===== src/include/fsa_pkg.sv =====
// Constants and code types for the four-bit slice with register stack.
// Assumes a single system clock that serves as the slice clock.
package fsa_pkg;

  localparam int unsigned FSA_WIDTH   = 4;   // Data path width of one slice
  localparam int unsigned FSA_DEPTH   = 16;  // Words in the register stack
  localparam int unsigned FSA_ADDR_W  = 4;   // Stack address width
  localparam int unsigned FSA_CODE_W  = 9;   // Microcode word width
  localparam int unsigned FSA_FIELD_W = 3;   // Width of each microcode field
  localparam int unsigned FSA_SRC_LSB  = 0;  // Operand-pair field position
  localparam int unsigned FSA_FUNC_LSB = 3;  // Function field position
  localparam int unsigned FSA_DEST_LSB = 6;  // Destination field position
  localparam int unsigned FSA_MSB     = 3;   // Most significant bit index
  localparam int unsigned FSA_LO_W    = 3;   // Bits below the MSB

  localparam logic [3:0] FSA_ZERO = 4'h0;    // Inhibited operand value

  // Operand pair select, first operand then second operand
  typedef enum logic [2:0] {
    FSA_SRC_AQ = 3'b000,
    FSA_SRC_AB = 3'b001,
    FSA_SRC_ZQ = 3'b010,
    FSA_SRC_ZB = 3'b011,
    FSA_SRC_ZA = 3'b100,
    FSA_SRC_DA = 3'b101,
    FSA_SRC_DQ = 3'b110,
    FSA_SRC_DZ = 3'b111
  } fsa_src_t;

  // Function select
  typedef enum logic [2:0] {
    FSA_FN_ADD  = 3'b000,
    FSA_FN_SUBR = 3'b001,
    FSA_FN_SUBS = 3'b010,
    FSA_FN_OR   = 3'b011,
    FSA_FN_AND  = 3'b100,
    FSA_FN_NAND = 3'b101,
    FSA_FN_XOR  = 3'b110,
    FSA_FN_XNOR = 3'b111
  } fsa_func_t;

  // Destination select
  typedef enum logic [2:0] {
    FSA_DST_QREG = 3'b000,
    FSA_DST_NOP  = 3'b001,
    FSA_DST_RAMA = 3'b010,
    FSA_DST_RAMF = 3'b011,
    FSA_DST_RQD  = 3'b100,
    FSA_DST_RD   = 3'b101,
    FSA_DST_RQU  = 3'b110,
    FSA_DST_RU   = 3'b111
  } fsa_dest_t;

  // All storage of the slice
  typedef struct packed {
    logic [FSA_DEPTH-1:0][FSA_WIDTH-1:0] stack;
    logic [FSA_WIDTH-1:0]                acc;
  } fsa_state_t;

endpackage


===== src/core/fsa_slice.sv =====
// Four-bit processor slice: register stack, working register, ALU, shifters.
// Assumes the microcode word, addresses and direct input come from a pipeline
// register on sys_clk, and that neighbour slices share the same clock.

//////////////////////////////////////////////////////////////////////////////

module fsa_slice (
  input  wire logic                      sys_clk,               // Slice clock
  input  wire logic                      sys_rst,               // Unused by storage
  input  wire logic [8:0]                microcode_word,        // Operation word
  input  wire logic [3:0]                first_read_select,     // Port A address
  input  wire logic [3:0]                write_port_select,     // Port B address
  input  wire logic [3:0]                direct_input,          // External data
  input  wire logic                      carry_in,              // Carry in, high
  input  wire logic                      output_enable_n,       // Output enable, low
  output logic [3:0]                     slice_output_o,        // Result bus value
  output logic                           slice_output_oe,       // Result bus drive
  output logic                           carry_out,             // Carry out, high
  output logic                           signed_overflow,       // Overflow flag
  output logic                           carry_generate_n,      // Generate, low
  output logic                           carry_propagate_n,     // Propagate, low
  output logic                           result_msb,            // Result sign bit
  output logic                           zero_detect_o,         // Zero pin value
  output logic                           zero_detect_oe,        // Zero pin drive
  input  wire logic                      stack_msb_shift_pin_i, // Stack MSB pin in
  output logic                           stack_msb_shift_pin_o, // Stack MSB pin out
  output logic                           stack_msb_shift_pin_oe,// Stack MSB pin drive
  input  wire logic                      stack_lsb_shift_pin_i, // Stack LSB pin in
  output logic                           stack_lsb_shift_pin_o, // Stack LSB pin out
  output logic                           stack_lsb_shift_pin_oe,// Stack LSB pin drive
  input  wire logic                      acc_msb_shift_pin_i,   // Working MSB pin in
  output logic                           acc_msb_shift_pin_o,   // Working MSB pin out
  output logic                           acc_msb_shift_pin_oe,  // Working MSB pin drive
  input  wire logic                      acc_lsb_shift_pin_i,   // Working LSB pin in
  output logic                           acc_lsb_shift_pin_o,   // Working LSB pin out
  output logic                           acc_lsb_shift_pin_oe   // Working LSB pin drive
);

  //////////////////////////////////////////////////////////////////////////////

  fsa_pkg::fsa_state_t state_q;
  fsa_pkg::fsa_state_t state_d;
  fsa_pkg::fsa_src_t   src;
  fsa_pkg::fsa_func_t  func;
  fsa_pkg::fsa_dest_t  dest;
  logic [3:0]          port_a;
  logic [3:0]          port_b;
  logic [3:0]          op_r;
  logic [3:0]          op_s;
  logic [3:0]          r_eff;
  logic [3:0]          s_eff;
  logic [3:0]          gen;
  logic [3:0]          prop;
  logic [3:0]          low_sum;
  logic [4:0]          full_sum;
  logic [3:0]          alu_f;
  logic                arith;
  logic                c_msb_in;
  logic                c_msb_out;

  //////////////////////////////////////////////////////////////////////////////
  // Datapath and next state

  always_comb begin
    state_d = state_q;
    src  = fsa_pkg::fsa_src_t'(microcode_word[fsa_pkg::FSA_SRC_LSB +: fsa_pkg::FSA_FIELD_W]);
    func = fsa_pkg::fsa_func_t'(microcode_word[fsa_pkg::FSA_FUNC_LSB +: fsa_pkg::FSA_FIELD_W]);
    dest = fsa_pkg::fsa_dest_t'(microcode_word[fsa_pkg::FSA_DEST_LSB +: fsa_pkg::FSA_FIELD_W]);
    // Reads see the stored words; a write lands only at the edge
    port_a = state_q.stack[first_read_select];
    port_b = state_q.stack[write_port_select];

    // Operand pairs, zero choice is the inhibit
    case (src)
      fsa_pkg::FSA_SRC_AQ: begin
        op_r = port_a;
        op_s = state_q.acc;
      end
      fsa_pkg::FSA_SRC_AB: begin
        op_r = port_a;
        op_s = port_b;
      end
      fsa_pkg::FSA_SRC_ZQ: begin
        op_r = fsa_pkg::FSA_ZERO;
        op_s = state_q.acc;
      end
      fsa_pkg::FSA_SRC_ZB: begin
        op_r = fsa_pkg::FSA_ZERO;
        op_s = port_b;
      end
      fsa_pkg::FSA_SRC_ZA: begin
        op_r = fsa_pkg::FSA_ZERO;
        op_s = port_a;
      end
      fsa_pkg::FSA_SRC_DA: begin
        op_r = direct_input;
        op_s = port_a;
      end
      fsa_pkg::FSA_SRC_DQ: begin
        op_r = direct_input;
        op_s = state_q.acc;
      end
      default: begin
        op_r = direct_input;
        op_s = fsa_pkg::FSA_ZERO;
      end
    endcase

    // Subtraction is an add of the complement plus carry in
    case (func)
      fsa_pkg::FSA_FN_SUBR: begin
        r_eff = ~op_r;
        s_eff = op_s;
      end
      fsa_pkg::FSA_FN_SUBS: begin
        r_eff = op_r;
        s_eff = ~op_s;
      end
      default: begin
        r_eff = op_r;
        s_eff = op_s;
      end
    endcase
    arith    = (func == fsa_pkg::FSA_FN_ADD) || (func == fsa_pkg::FSA_FN_SUBR) ||
               (func == fsa_pkg::FSA_FN_SUBS);
    low_sum  = {1'b0, r_eff[2:0]} + {1'b0, s_eff[2:0]} + {3'h0, carry_in};
    full_sum = {1'b0, r_eff} + {1'b0, s_eff} + {4'h0, carry_in};
    gen      = r_eff & s_eff;
    prop     = r_eff | s_eff;

    case (func)
      fsa_pkg::FSA_FN_OR:   alu_f = op_r | op_s;
      fsa_pkg::FSA_FN_AND:  alu_f = op_r & op_s;
      fsa_pkg::FSA_FN_NAND: alu_f = ~op_r & op_s;
      fsa_pkg::FSA_FN_XOR:  alu_f = op_r ^ op_s;
      fsa_pkg::FSA_FN_XNOR: alu_f = ~(op_r ^ op_s);
      default:              alu_f = full_sum[3:0];
    endcase
    // Logic functions report no carry so flags stay quiet
    c_msb_in  = arith & low_sum[fsa_pkg::FSA_LO_W];
    c_msb_out = arith & full_sum[fsa_pkg::FSA_WIDTH];

    // Loads and shifts, stored at the rising edge
    case (dest)
      fsa_pkg::FSA_DST_QREG: state_d.acc = alu_f;
      fsa_pkg::FSA_DST_RAMA,
      fsa_pkg::FSA_DST_RAMF: state_d.stack[write_port_select] = alu_f;
      fsa_pkg::FSA_DST_RQD: begin
        state_d.stack[write_port_select] = {stack_msb_shift_pin_i, alu_f[3:1]};
        state_d.acc = {acc_msb_shift_pin_i, state_q.acc[3:1]};
      end
      fsa_pkg::FSA_DST_RD:
        state_d.stack[write_port_select] = {stack_msb_shift_pin_i, alu_f[3:1]};
      fsa_pkg::FSA_DST_RQU: begin
        state_d.stack[write_port_select] = {alu_f[2:0], stack_lsb_shift_pin_i};
        state_d.acc = {state_q.acc[2:0], acc_lsb_shift_pin_i};
      end
      fsa_pkg::FSA_DST_RU:
        state_d.stack[write_port_select] = {alu_f[2:0], stack_lsb_shift_pin_i};
      default: ;
    endcase
  end

  // No reset: contents stay unknown until microcode writes them
  always_ff @(posedge sys_clk) begin
    state_q <= state_d;
  end

  //////////////////////////////////////////////////////////////////////////////
  // Outputs; combinational so carries and shifts ripple within one cycle

  assign slice_output_o  = (dest == fsa_pkg::FSA_DST_RAMA) ? port_a : alu_f;
  assign slice_output_oe = ~output_enable_n;
  assign carry_out       = c_msb_out;
  assign signed_overflow = c_msb_in ^ c_msb_out;
  assign result_msb      = alu_f[fsa_pkg::FSA_MSB];
  // Open drain: pulls low on nonzero, released so slices wire together
  assign zero_detect_o   = 1'b0;
  assign zero_detect_oe  = |alu_f;
  // Lookahead terms valid in arithmetic functions only
  assign carry_generate_n  = ~(arith & (gen[3] | (prop[3] & gen[2]) |
                               (prop[3] & prop[2] & gen[1]) |
                               (prop[3] & prop[2] & prop[1] & gen[0])));
  assign carry_propagate_n = ~(arith & (&prop));

  // Shift pins: up drives MSB end, down drives LSB end
  assign stack_msb_shift_pin_o  = alu_f[fsa_pkg::FSA_MSB];
  assign stack_msb_shift_pin_oe = (dest == fsa_pkg::FSA_DST_RQU) ||
                                  (dest == fsa_pkg::FSA_DST_RU);
  assign acc_msb_shift_pin_o    = state_q.acc[fsa_pkg::FSA_MSB];
  assign acc_msb_shift_pin_oe   = (dest == fsa_pkg::FSA_DST_RQU) ||
                                  (dest == fsa_pkg::FSA_DST_RU);
  assign stack_lsb_shift_pin_o  = alu_f[0];
  assign stack_lsb_shift_pin_oe = (dest == fsa_pkg::FSA_DST_RQD) ||
                                  (dest == fsa_pkg::FSA_DST_RD);
  assign acc_lsb_shift_pin_o    = state_q.acc[0];
  assign acc_lsb_shift_pin_oe   = (dest == fsa_pkg::FSA_DST_RQD) ||
                                  (dest == fsa_pkg::FSA_DST_RD);

  //////////////////////////////////////////////////////////////////////////////
  // Checks

  a_same_port_read: assert property (@(posedge sys_clk) disable iff (sys_rst)
    (first_read_select == write_port_select) |-> (port_a == port_b))
    else $error("ports differ on equal addresses");

  a_acc_load_edge: assert property (@(posedge sys_clk) disable iff (sys_rst)
    (dest == fsa_pkg::FSA_DST_QREG) |=> (state_q.acc == $past(alu_f)))
    else $error("working register missed its load");

  a_acc_hold_nop: assert property (@(posedge sys_clk) disable iff (sys_rst)
    (dest == fsa_pkg::FSA_DST_NOP || dest == fsa_pkg::FSA_DST_RD ||
     dest == fsa_pkg::FSA_DST_RU) |=> $stable(state_q.acc))
    else $error("working register changed without a load");

  a_stack_write_b: assert property (@(posedge sys_clk) disable iff (sys_rst)
    (dest == fsa_pkg::FSA_DST_RAMF) |=>
      (state_q.stack[$past(write_port_select)] == $past(alu_f)))
    else $error("stack word missed its write");

  a_port_a_untouched: assert property (@(posedge sys_clk) disable iff (sys_rst)
    (first_read_select != write_port_select) |=>
      (state_q.stack[$past(first_read_select)] ==
       $past(state_q.stack[first_read_select])))
    else $error("write reached the first-port word");

  a_down_shift_in: assert property (@(posedge sys_clk) disable iff (sys_rst)
    (dest == fsa_pkg::FSA_DST_RQD) |=>
      (state_q.stack[$past(write_port_select)][3] == $past(stack_msb_shift_pin_i)) &&
      (state_q.acc[3] == $past(acc_msb_shift_pin_i)) &&
      (state_q.acc[2:0] == $past(state_q.acc[3:1])))
    else $error("down shift took wrong bits");

  a_up_shift_pins: assert property (@(posedge sys_clk) disable iff (sys_rst)
    (dest == fsa_pkg::FSA_DST_RQU) |-> stack_msb_shift_pin_oe && !stack_lsb_shift_pin_oe &&
      (stack_msb_shift_pin_o == alu_f[3]) ##1
      (state_q.stack[$past(write_port_select)][0] == $past(stack_lsb_shift_pin_i)))
    else $error("up shift pin use wrong");

  a_idle_pins_off: assert property (@(posedge sys_clk) disable iff (sys_rst)
    (dest[2] == 1'b0) |-> !(stack_msb_shift_pin_oe || stack_lsb_shift_pin_oe ||
                            acc_msb_shift_pin_oe || acc_lsb_shift_pin_oe))
    else $error("shift pin driven without a shift");

  a_out_source_sel: assert property (@(posedge sys_clk) disable iff (sys_rst)
    (output_enable_n |-> !slice_output_oe) and
    ((dest == fsa_pkg::FSA_DST_RAMA) |-> (slice_output_o == port_a)))
    else $error("slice output source or enable wrong");

  a_add_overflow: assert property (@(posedge sys_clk) disable iff (sys_rst)
    (func == fsa_pkg::FSA_FN_ADD) |->
      (signed_overflow == ((op_r[3] == op_s[3]) && (alu_f[3] != op_r[3]))))
    else $error("overflow flag wrong on add");

  a_zero_release: assert property (@(posedge sys_clk) disable iff (sys_rst)
    (alu_f == fsa_pkg::FSA_ZERO) == !zero_detect_oe)
    else $error("zero detect wrong");

  a_zero_operand: assert property (@(posedge sys_clk) disable iff (sys_rst)
    (src == fsa_pkg::FSA_SRC_DZ && func == fsa_pkg::FSA_FN_OR) |->
      (alu_f == direct_input))
    else $error("inhibited operand not zero");

  // Carry out is generate, or propagate with the incoming carry
  a_carry_chain: assert property (@(posedge sys_clk) disable iff (sys_rst)
    (func == fsa_pkg::FSA_FN_ADD) |->
      (carry_out == (!carry_generate_n || (!carry_propagate_n && carry_in))))
    else $error("lookahead terms disagree with carry out");

endmodule


===== config.mk =====
export PLATFORM = sky130hd
export DESIGN_NAME = fsa_slice
export DESIGN_NICKNAME = d
export VERILOG_FILES = /design/src/include/fsa_pkg.sv /design/src/core/fsa_slice.sv
export SDC_FILE = /design/constraint.sdc
export NUM_CORES = 1
export LEC_CHECK = 0
export ABC_AREA = 1
export BUFFER_PORTS_ARGS = -buffer_cell sky130_fd_sc_hd__buf_2
export CAP_MARGIN = 20
export CORE_MARGIN = 2
export CORE_UTILIZATION = 30
export CTS_CLUSTER_DIAMETER = 80
export DETAILED_ROUTE_END_ITERATION = 10
export SETUP_SLACK_MARGIN = 0.5
export SLEW_MARGIN = 5
export SYNTH_ARGS = -nofsm -noshare
export SYNTH_HDL_FRONTEND = slang
export SYNTH_SLANG_ARGS = --single-unit

===== constraint.sdc =====
create_clock -name sys_clk -period 5.1 [get_ports sys_clk]
set_clock_uncertainty 0.15 [all_clocks]
set_input_delay 0.765 -clock sys_clk [delete_from_list [all_inputs] [get_ports sys_clk]]
set_output_delay 0.765 -clock sys_clk [all_outputs]
set_load 0.01 [all_outputs]

# Yosys cells after proc, flatten, opt, wreduce, memory -nomap -nowiden
# Index checks and enable logic that the tools add are counted.
# op_classes
n_reduce_logical,20
bitwise_logic,25
eq_ne,19
add_sub_neg,4
magnitude_cmp,3
n_mux,17
# op_table
cell,n
$bwmux W64,3
$pmux W64 S3,1
$eq A3 B3 Y1 const B,11
$bmux W4 S4,2
$mux W4,6
$pmux W4 S3,2
$pmux W4 S5,1
$eq A3 B2 Y1 const B,6
$demux W4 S4,1
$and A4 B4 Y4,3
$not A4 Y4,3
$reduce_or A2 Y1,6
$lt A4 B5 Y1 const B,2
$and A1 B1 Y1,9
$logic_not A3 Y1,3
$or A4 B4 Y4,2
$pmux W4 S2,1
$eq A3 B1 Y1 const B,2
$reduce_bool A3 Y1,2
$reduce_or A3 Y1,2
$add A4 B4 Y5,1
$add A5 B1 Y5,1
$add A3 B3 Y4,1
$add A4 B1 Y4,1
9 further kinds,16
# totals
out_inout_bits,20
ff_bits,68
elab_cells,105
input_bits,29

# Longest topological paths before layout
# depth
ltp_word,12
mapped_depth,23
mapped_depth_nobuf,20

# Least setup slack after synthesis
# No wires, ideal clock.
# synth_timing
kind,input port to output port
start,in first_read_select[1]
end,out slice_output_o[2]
required_ns,4.185
path_buffers,4
path_slack_ns,0.612
cell_stages,20
arrival_time_ns,3.573
path_cell_list,buf_2 > inv_2 > buf_6 > nand3_1 > nand3_1 > nand3_1 > nand2_1 > nand2_1 > nand3_2 > xor2_1 > inv_1 > fa_1 > fa_1 > inv_1 > nor2_1 > o21ai_0 > nand2_2 > buf_6 > buf_6 > o21ai_1
# synth_via
elab_chain_cells,9
word_cells_on_any_way,17
cone_classes,add/sub (2); mux (8); bitwise (7)
# synth_lines
element,line_no,source
start: declaration,fsa_slice.sv:11,"input wire logic [3:0] first_read_select,"
$bmux W4 S4 (*),fsa_slice.sv:70,port_a = state_q.stack[first_read_select];
$mux W4 (implied by the code) (*),fsa_slice.sv:70,
$pmux W4 S3 / $pmux W4 S2 (equally long branches),fsa_slice.sv:74,case (src)
$not A4 Y4 (on tied branches),"fsa_slice.sv:117, fsa_slice.sv:112, fsa_slice.sv:134",
$mux W4,fsa_slice.sv:110,case (func)
$add A4 B4 Y5,fsa_slice.sv:127,"full_sum = {1'b0, r_eff} + {1'b0, s_eff} + {4'h0, carry_in};"
$add A5 B1 Y5,fsa_slice.sv:127,
$pmux W4 S5,fsa_slice.sv:131,case (func)
$mux W4 (*),fsa_slice.sv:172,assign slice_output_o = (dest == fsa_pkg::FSA_DST_RAMA) ? port_a : alu_f;
end: declaration,fsa_slice.sv:16,"output logic [3:0] slice_output_o,"
# Every way passes the cells marked *; elsewhere a longest branch is shown, timed or not. The select of a mux whose other input is x is not followed.

# Worst setup path in the final report
# layout_timing
start,in write_port_select[0]
end,out signed_overflow
# layout_via
elab_chain_cells,9
word_cells_on_any_way,12
cone_classes,add/sub (4); mux (4); bitwise (4)
# layout_lines
element,line_no,source
start: declaration,fsa_slice.sv:12,"input wire logic [3:0] write_port_select,"
$bmux W4 S4 (*),fsa_slice.sv:71,port_b = state_q.stack[write_port_select];
$mux W4 (implied by the code) (*),fsa_slice.sv:71,
$pmux W4 S3 (*),fsa_slice.sv:74,
$not A4 Y4,fsa_slice.sv:117,s_eff = ~op_s;
$mux W4 (*),fsa_slice.sv:110,
$add A4 B4 Y5 / $add A3 B3 Y4 (equally long branches),"fsa_slice.sv:127, fsa_slice.sv:126",
$add A5 B1 Y5 / $add A4 B1 Y4 (equally long branches),"fsa_slice.sv:127, fsa_slice.sv:126",
$and A1 B1 Y1 (on tied branches),"fsa_slice.sv:141, fsa_slice.sv:140",
$xor A1 B1 Y1 (*),fsa_slice.sv:175,assign signed_overflow = c_msb_in ^ c_msb_out;
end: declaration,fsa_slice.sv:19,"output logic signed_overflow,"
# Marked as above.

==> impl_results.md <==
* Max Slew Vio Count at 0
* Total GRT Usage at 20.06%
* Multi-input gate area at 4140 µm²
* Grt total ovfl at 0
* Clk sinks at 68
* GR peak layer: met2
* Worst IR Drop VDD at 0.1651 mV
* Final worst path period share at 89.66%
* Final #Nets at 1198
* Sequential cell area at 2042 µm²
* Synth cell types at 31
* Core area at 22710 µm²
* Met3 Resource Use GR at 4.486%
* Synthesized instance count at 1114
* Power Density at 266.3 nW/µm²
* Max Cap Viol at 0
* Slew margin rel. at 41.20%
* YS warnings at 0
* Leak at 3.762 nW
* Htree depth at 3
* PortBufs at 46
* Antenna violations before repair at 1
* Total number of vias at 7724
* Largest net degree at the start of global routing at 65
* CTS tree: built
* CP max stage delay at 0.42 ns
* ANT cells at 0
* Sw Share at 38.80%
* Via/cell ratio at 5.349
* Root buf cell: clkbuf_16
* Clock tree buffer depth at 2
* Reg-to-reg setup timing slack at 1.19 ns
* WP data arrival at 3.66 ns
* Mapped Area at 6963 µm²
* Worst Tran Pin Value at 0.8810 ns
* RSZ-0062 raised after global routing: yes
* Fillers at 2477
* Cells along the critical path: buf_12 > clkbuf_16 > nand2_8 > nor2_4 > a21oi_2 > nand2_1 > nand2_1 > nand2_1 > o21ai_2 > nand3_2 > xor2_2 > inv_2 > fa_2 > fa_2 > o21ai_2 > a21oi_1 > nor2_1 > xor2_1 > buf_2
* GR Layer Usage met2 at 32.05%
* Row cnt at 55
* Core Util, Final at 35.34%
* Worst-skew pair later-pin latency at 0.36 ns
* CP max stage cell: fa_2
* Ratio of cells with drive above 1 in the final layout at 13.72%
* CTS clock-pin slew for the worst setup and hold paths at 0.05 ns
* Gate power share at 37.5%
* Post-synthesis sequential area ratio at 29.33%
* DPL Wire Length at 17.26 mm
* DRC at 0
* CTS buffer count at 9
* Crit Path Category: in -> out
* Vert. Die Dim at 156.3 µm
* Critical Path RT at 4.18 ns
* Die area at 24440 µm²
* Final wirelength at 24.91 mm
* Routability Congestion at 1.001
* First-pass GRT wire length at 37.56 mm
* Vias in the first global route at 6896
* Tmin final at 4.573 ns
* Mapped Avg Cell Area at 6.250 µm²
* Final Hold Vio Count at 0
* NetSw at 0.0008292 W
* M1 GR Usage at 26.50%
* Setup crit start kind: input port
* #FFs+latches synth at 68
* Status: completed
* Post-route ant nets at 0
* DRT Pass-1 Iters at 5
* Die Wd at 156.3 µm
* Crit path max fanout at 5
* Area delta synth->final at 15.27%
* Starting Density at 30.66%
* Clock network fraction of total power at 29.3%
* Pint at 0.001308 W
* Synth Net Count at 1157
* Finish-stage setup viols at 0
* Hold WC Path Type: reg -> reg
* Critical Path Most Common Cell: nand2_1
* Avg WL per Cell at 17.25 µm
* Setup crit end kind: primary output
* Setup TNS at 0 ns
* Part of the power in registers at 33.2%
* Starting DRT DRC Count at 848
* Hold_buf cts at 0
* Ports at 49
* Fmax at 0.2187 GHz
through the flow:
stage / setup slack (ns) / hold WS, ns / power [W] / cells / instance area, µm²
after floorplan: 0.6121 / 0.4175 / 0.001206 / 1114 / 6963
after global placement: 0.1857 / 0.4605 / 0.001431 / 1415 / 7398
after detailed placement: 0.1580 / 0.4580 / 0.001437 / 1415 / 7398
after CTS: 0.4818 / 0.4710 / 0.002082 / 1434 / 7777
after global routing: 0.3994 / 0.4958 / 0.002235 / 1444 / 8026
final: 0.5275 / 0.4764 / 0.002137 / 1444 / 8026
power by group through the flow:
stage	Sequential [W]	Combinational (W)	Clock [W]
2_1_floorplan	0.000708	0.000497	0
3_3_place_gp	0.000718	0.000713	0
3_5_place_dp	0.000719	0.000718	0
4_1_cts	0.000708	0.000740	0.000634
5_1_grt	0.000713	0.000868	0.000654
6_report	0.000709	0.000802	0.000627
synthesized netlist by cell type, drive strengths merged:
master / n / area share, %
xor2: 10 / 1.3
o311ai: 1 / 0.13
o221ai: 1 / 0.13
a31oi: 1 / 0.090
clkbuf: 12 / 0.65
o21ai: 56 / 4.1
o211ai: 37 / 4.1
fa: 2 / 0.58
a211oi: 3 / 0.32
ha: 12 / 2.2
nor2: 62 / 3.3
conb: 1 / 0.054
inv: 136 / 7.4
nand2: 413 / 23
edfxtp: 68 / 29
buf: 47 / 5.1
nand4: 2 / 0.18
nand3: 240 / 17
nor3: 5 / 0.36
a21oi: 5 / 0.36
layer usage:
metal  vias up  routed length, µm
met2       405              11090
met5         -                 13
li1       3733                  -
met3        66               2320
met4         2                835
met1      3518              10650
cell type report:
cell class	instances	area share, %
Multi-Input combinational cell	851	51.58
Sequential cell	68	25.44
Timing Repair Buffer	89	8.387
Inverter	136	6.641
Tap cell	285	4.443
Clock buffer	9	2.806
Clock inverter	6	0.7015
layout by cell type, fill, tap and decap left out, drive strengths merged, types with 11 or more instances in the layout:
cell and instances:
clkbuf 11, o21ai 56, nand3 240, ha 12, nor2 62, buf 86
inv 135, nand2 413, o211ai 37, edfxtp 68
path summary, 6_finish.rpt:
check	start	to	cells after the start
min reg2reg	state_q[2]	state_q[1]	2
max reg2reg	flip-flop	flip-flop	20
max	write_port_select[0]	signed_overflow	19
min	state_q[2]	state_q[1]	2
cells by family (layout without fill, tap and decap cells):
| group | count (synthesis) | in the layout | synth area share [%] |
|---|---|---|---|
| buf+inv | 195 | 240 | 13.14 |
| xor+xnor | 10 | 10 | 1.258 |
| compound gates | 104 | 104 | 9.165 |
| flops | 68 | 68 | 29.33 |
| simple gates | 722 | 722 | 44.33 |
| other cells | 1 | 1 | 0.05386 |
| fa+ha+maj | 14 | 14 | 2.731 |
critical path, delay by kind of cell:
kind / cells / cell delay [ns]
fa+ha+maj: 2 / 0.80
simple gates: 7 / 0.68
buf+inv: 4 / 0.49
compound gates: 4 / 0.54
xor+xnor: 2 / 0.40
timing repair:
item                       4_1_cts  5_1_grt
pin swaps                        1       20
buffers inserted                 3        7
resized for setup               12       40
gates cloned                     1        3
setup endpoints to repair        8        8
Note: power is estimated with default switching activity, not from simulation.
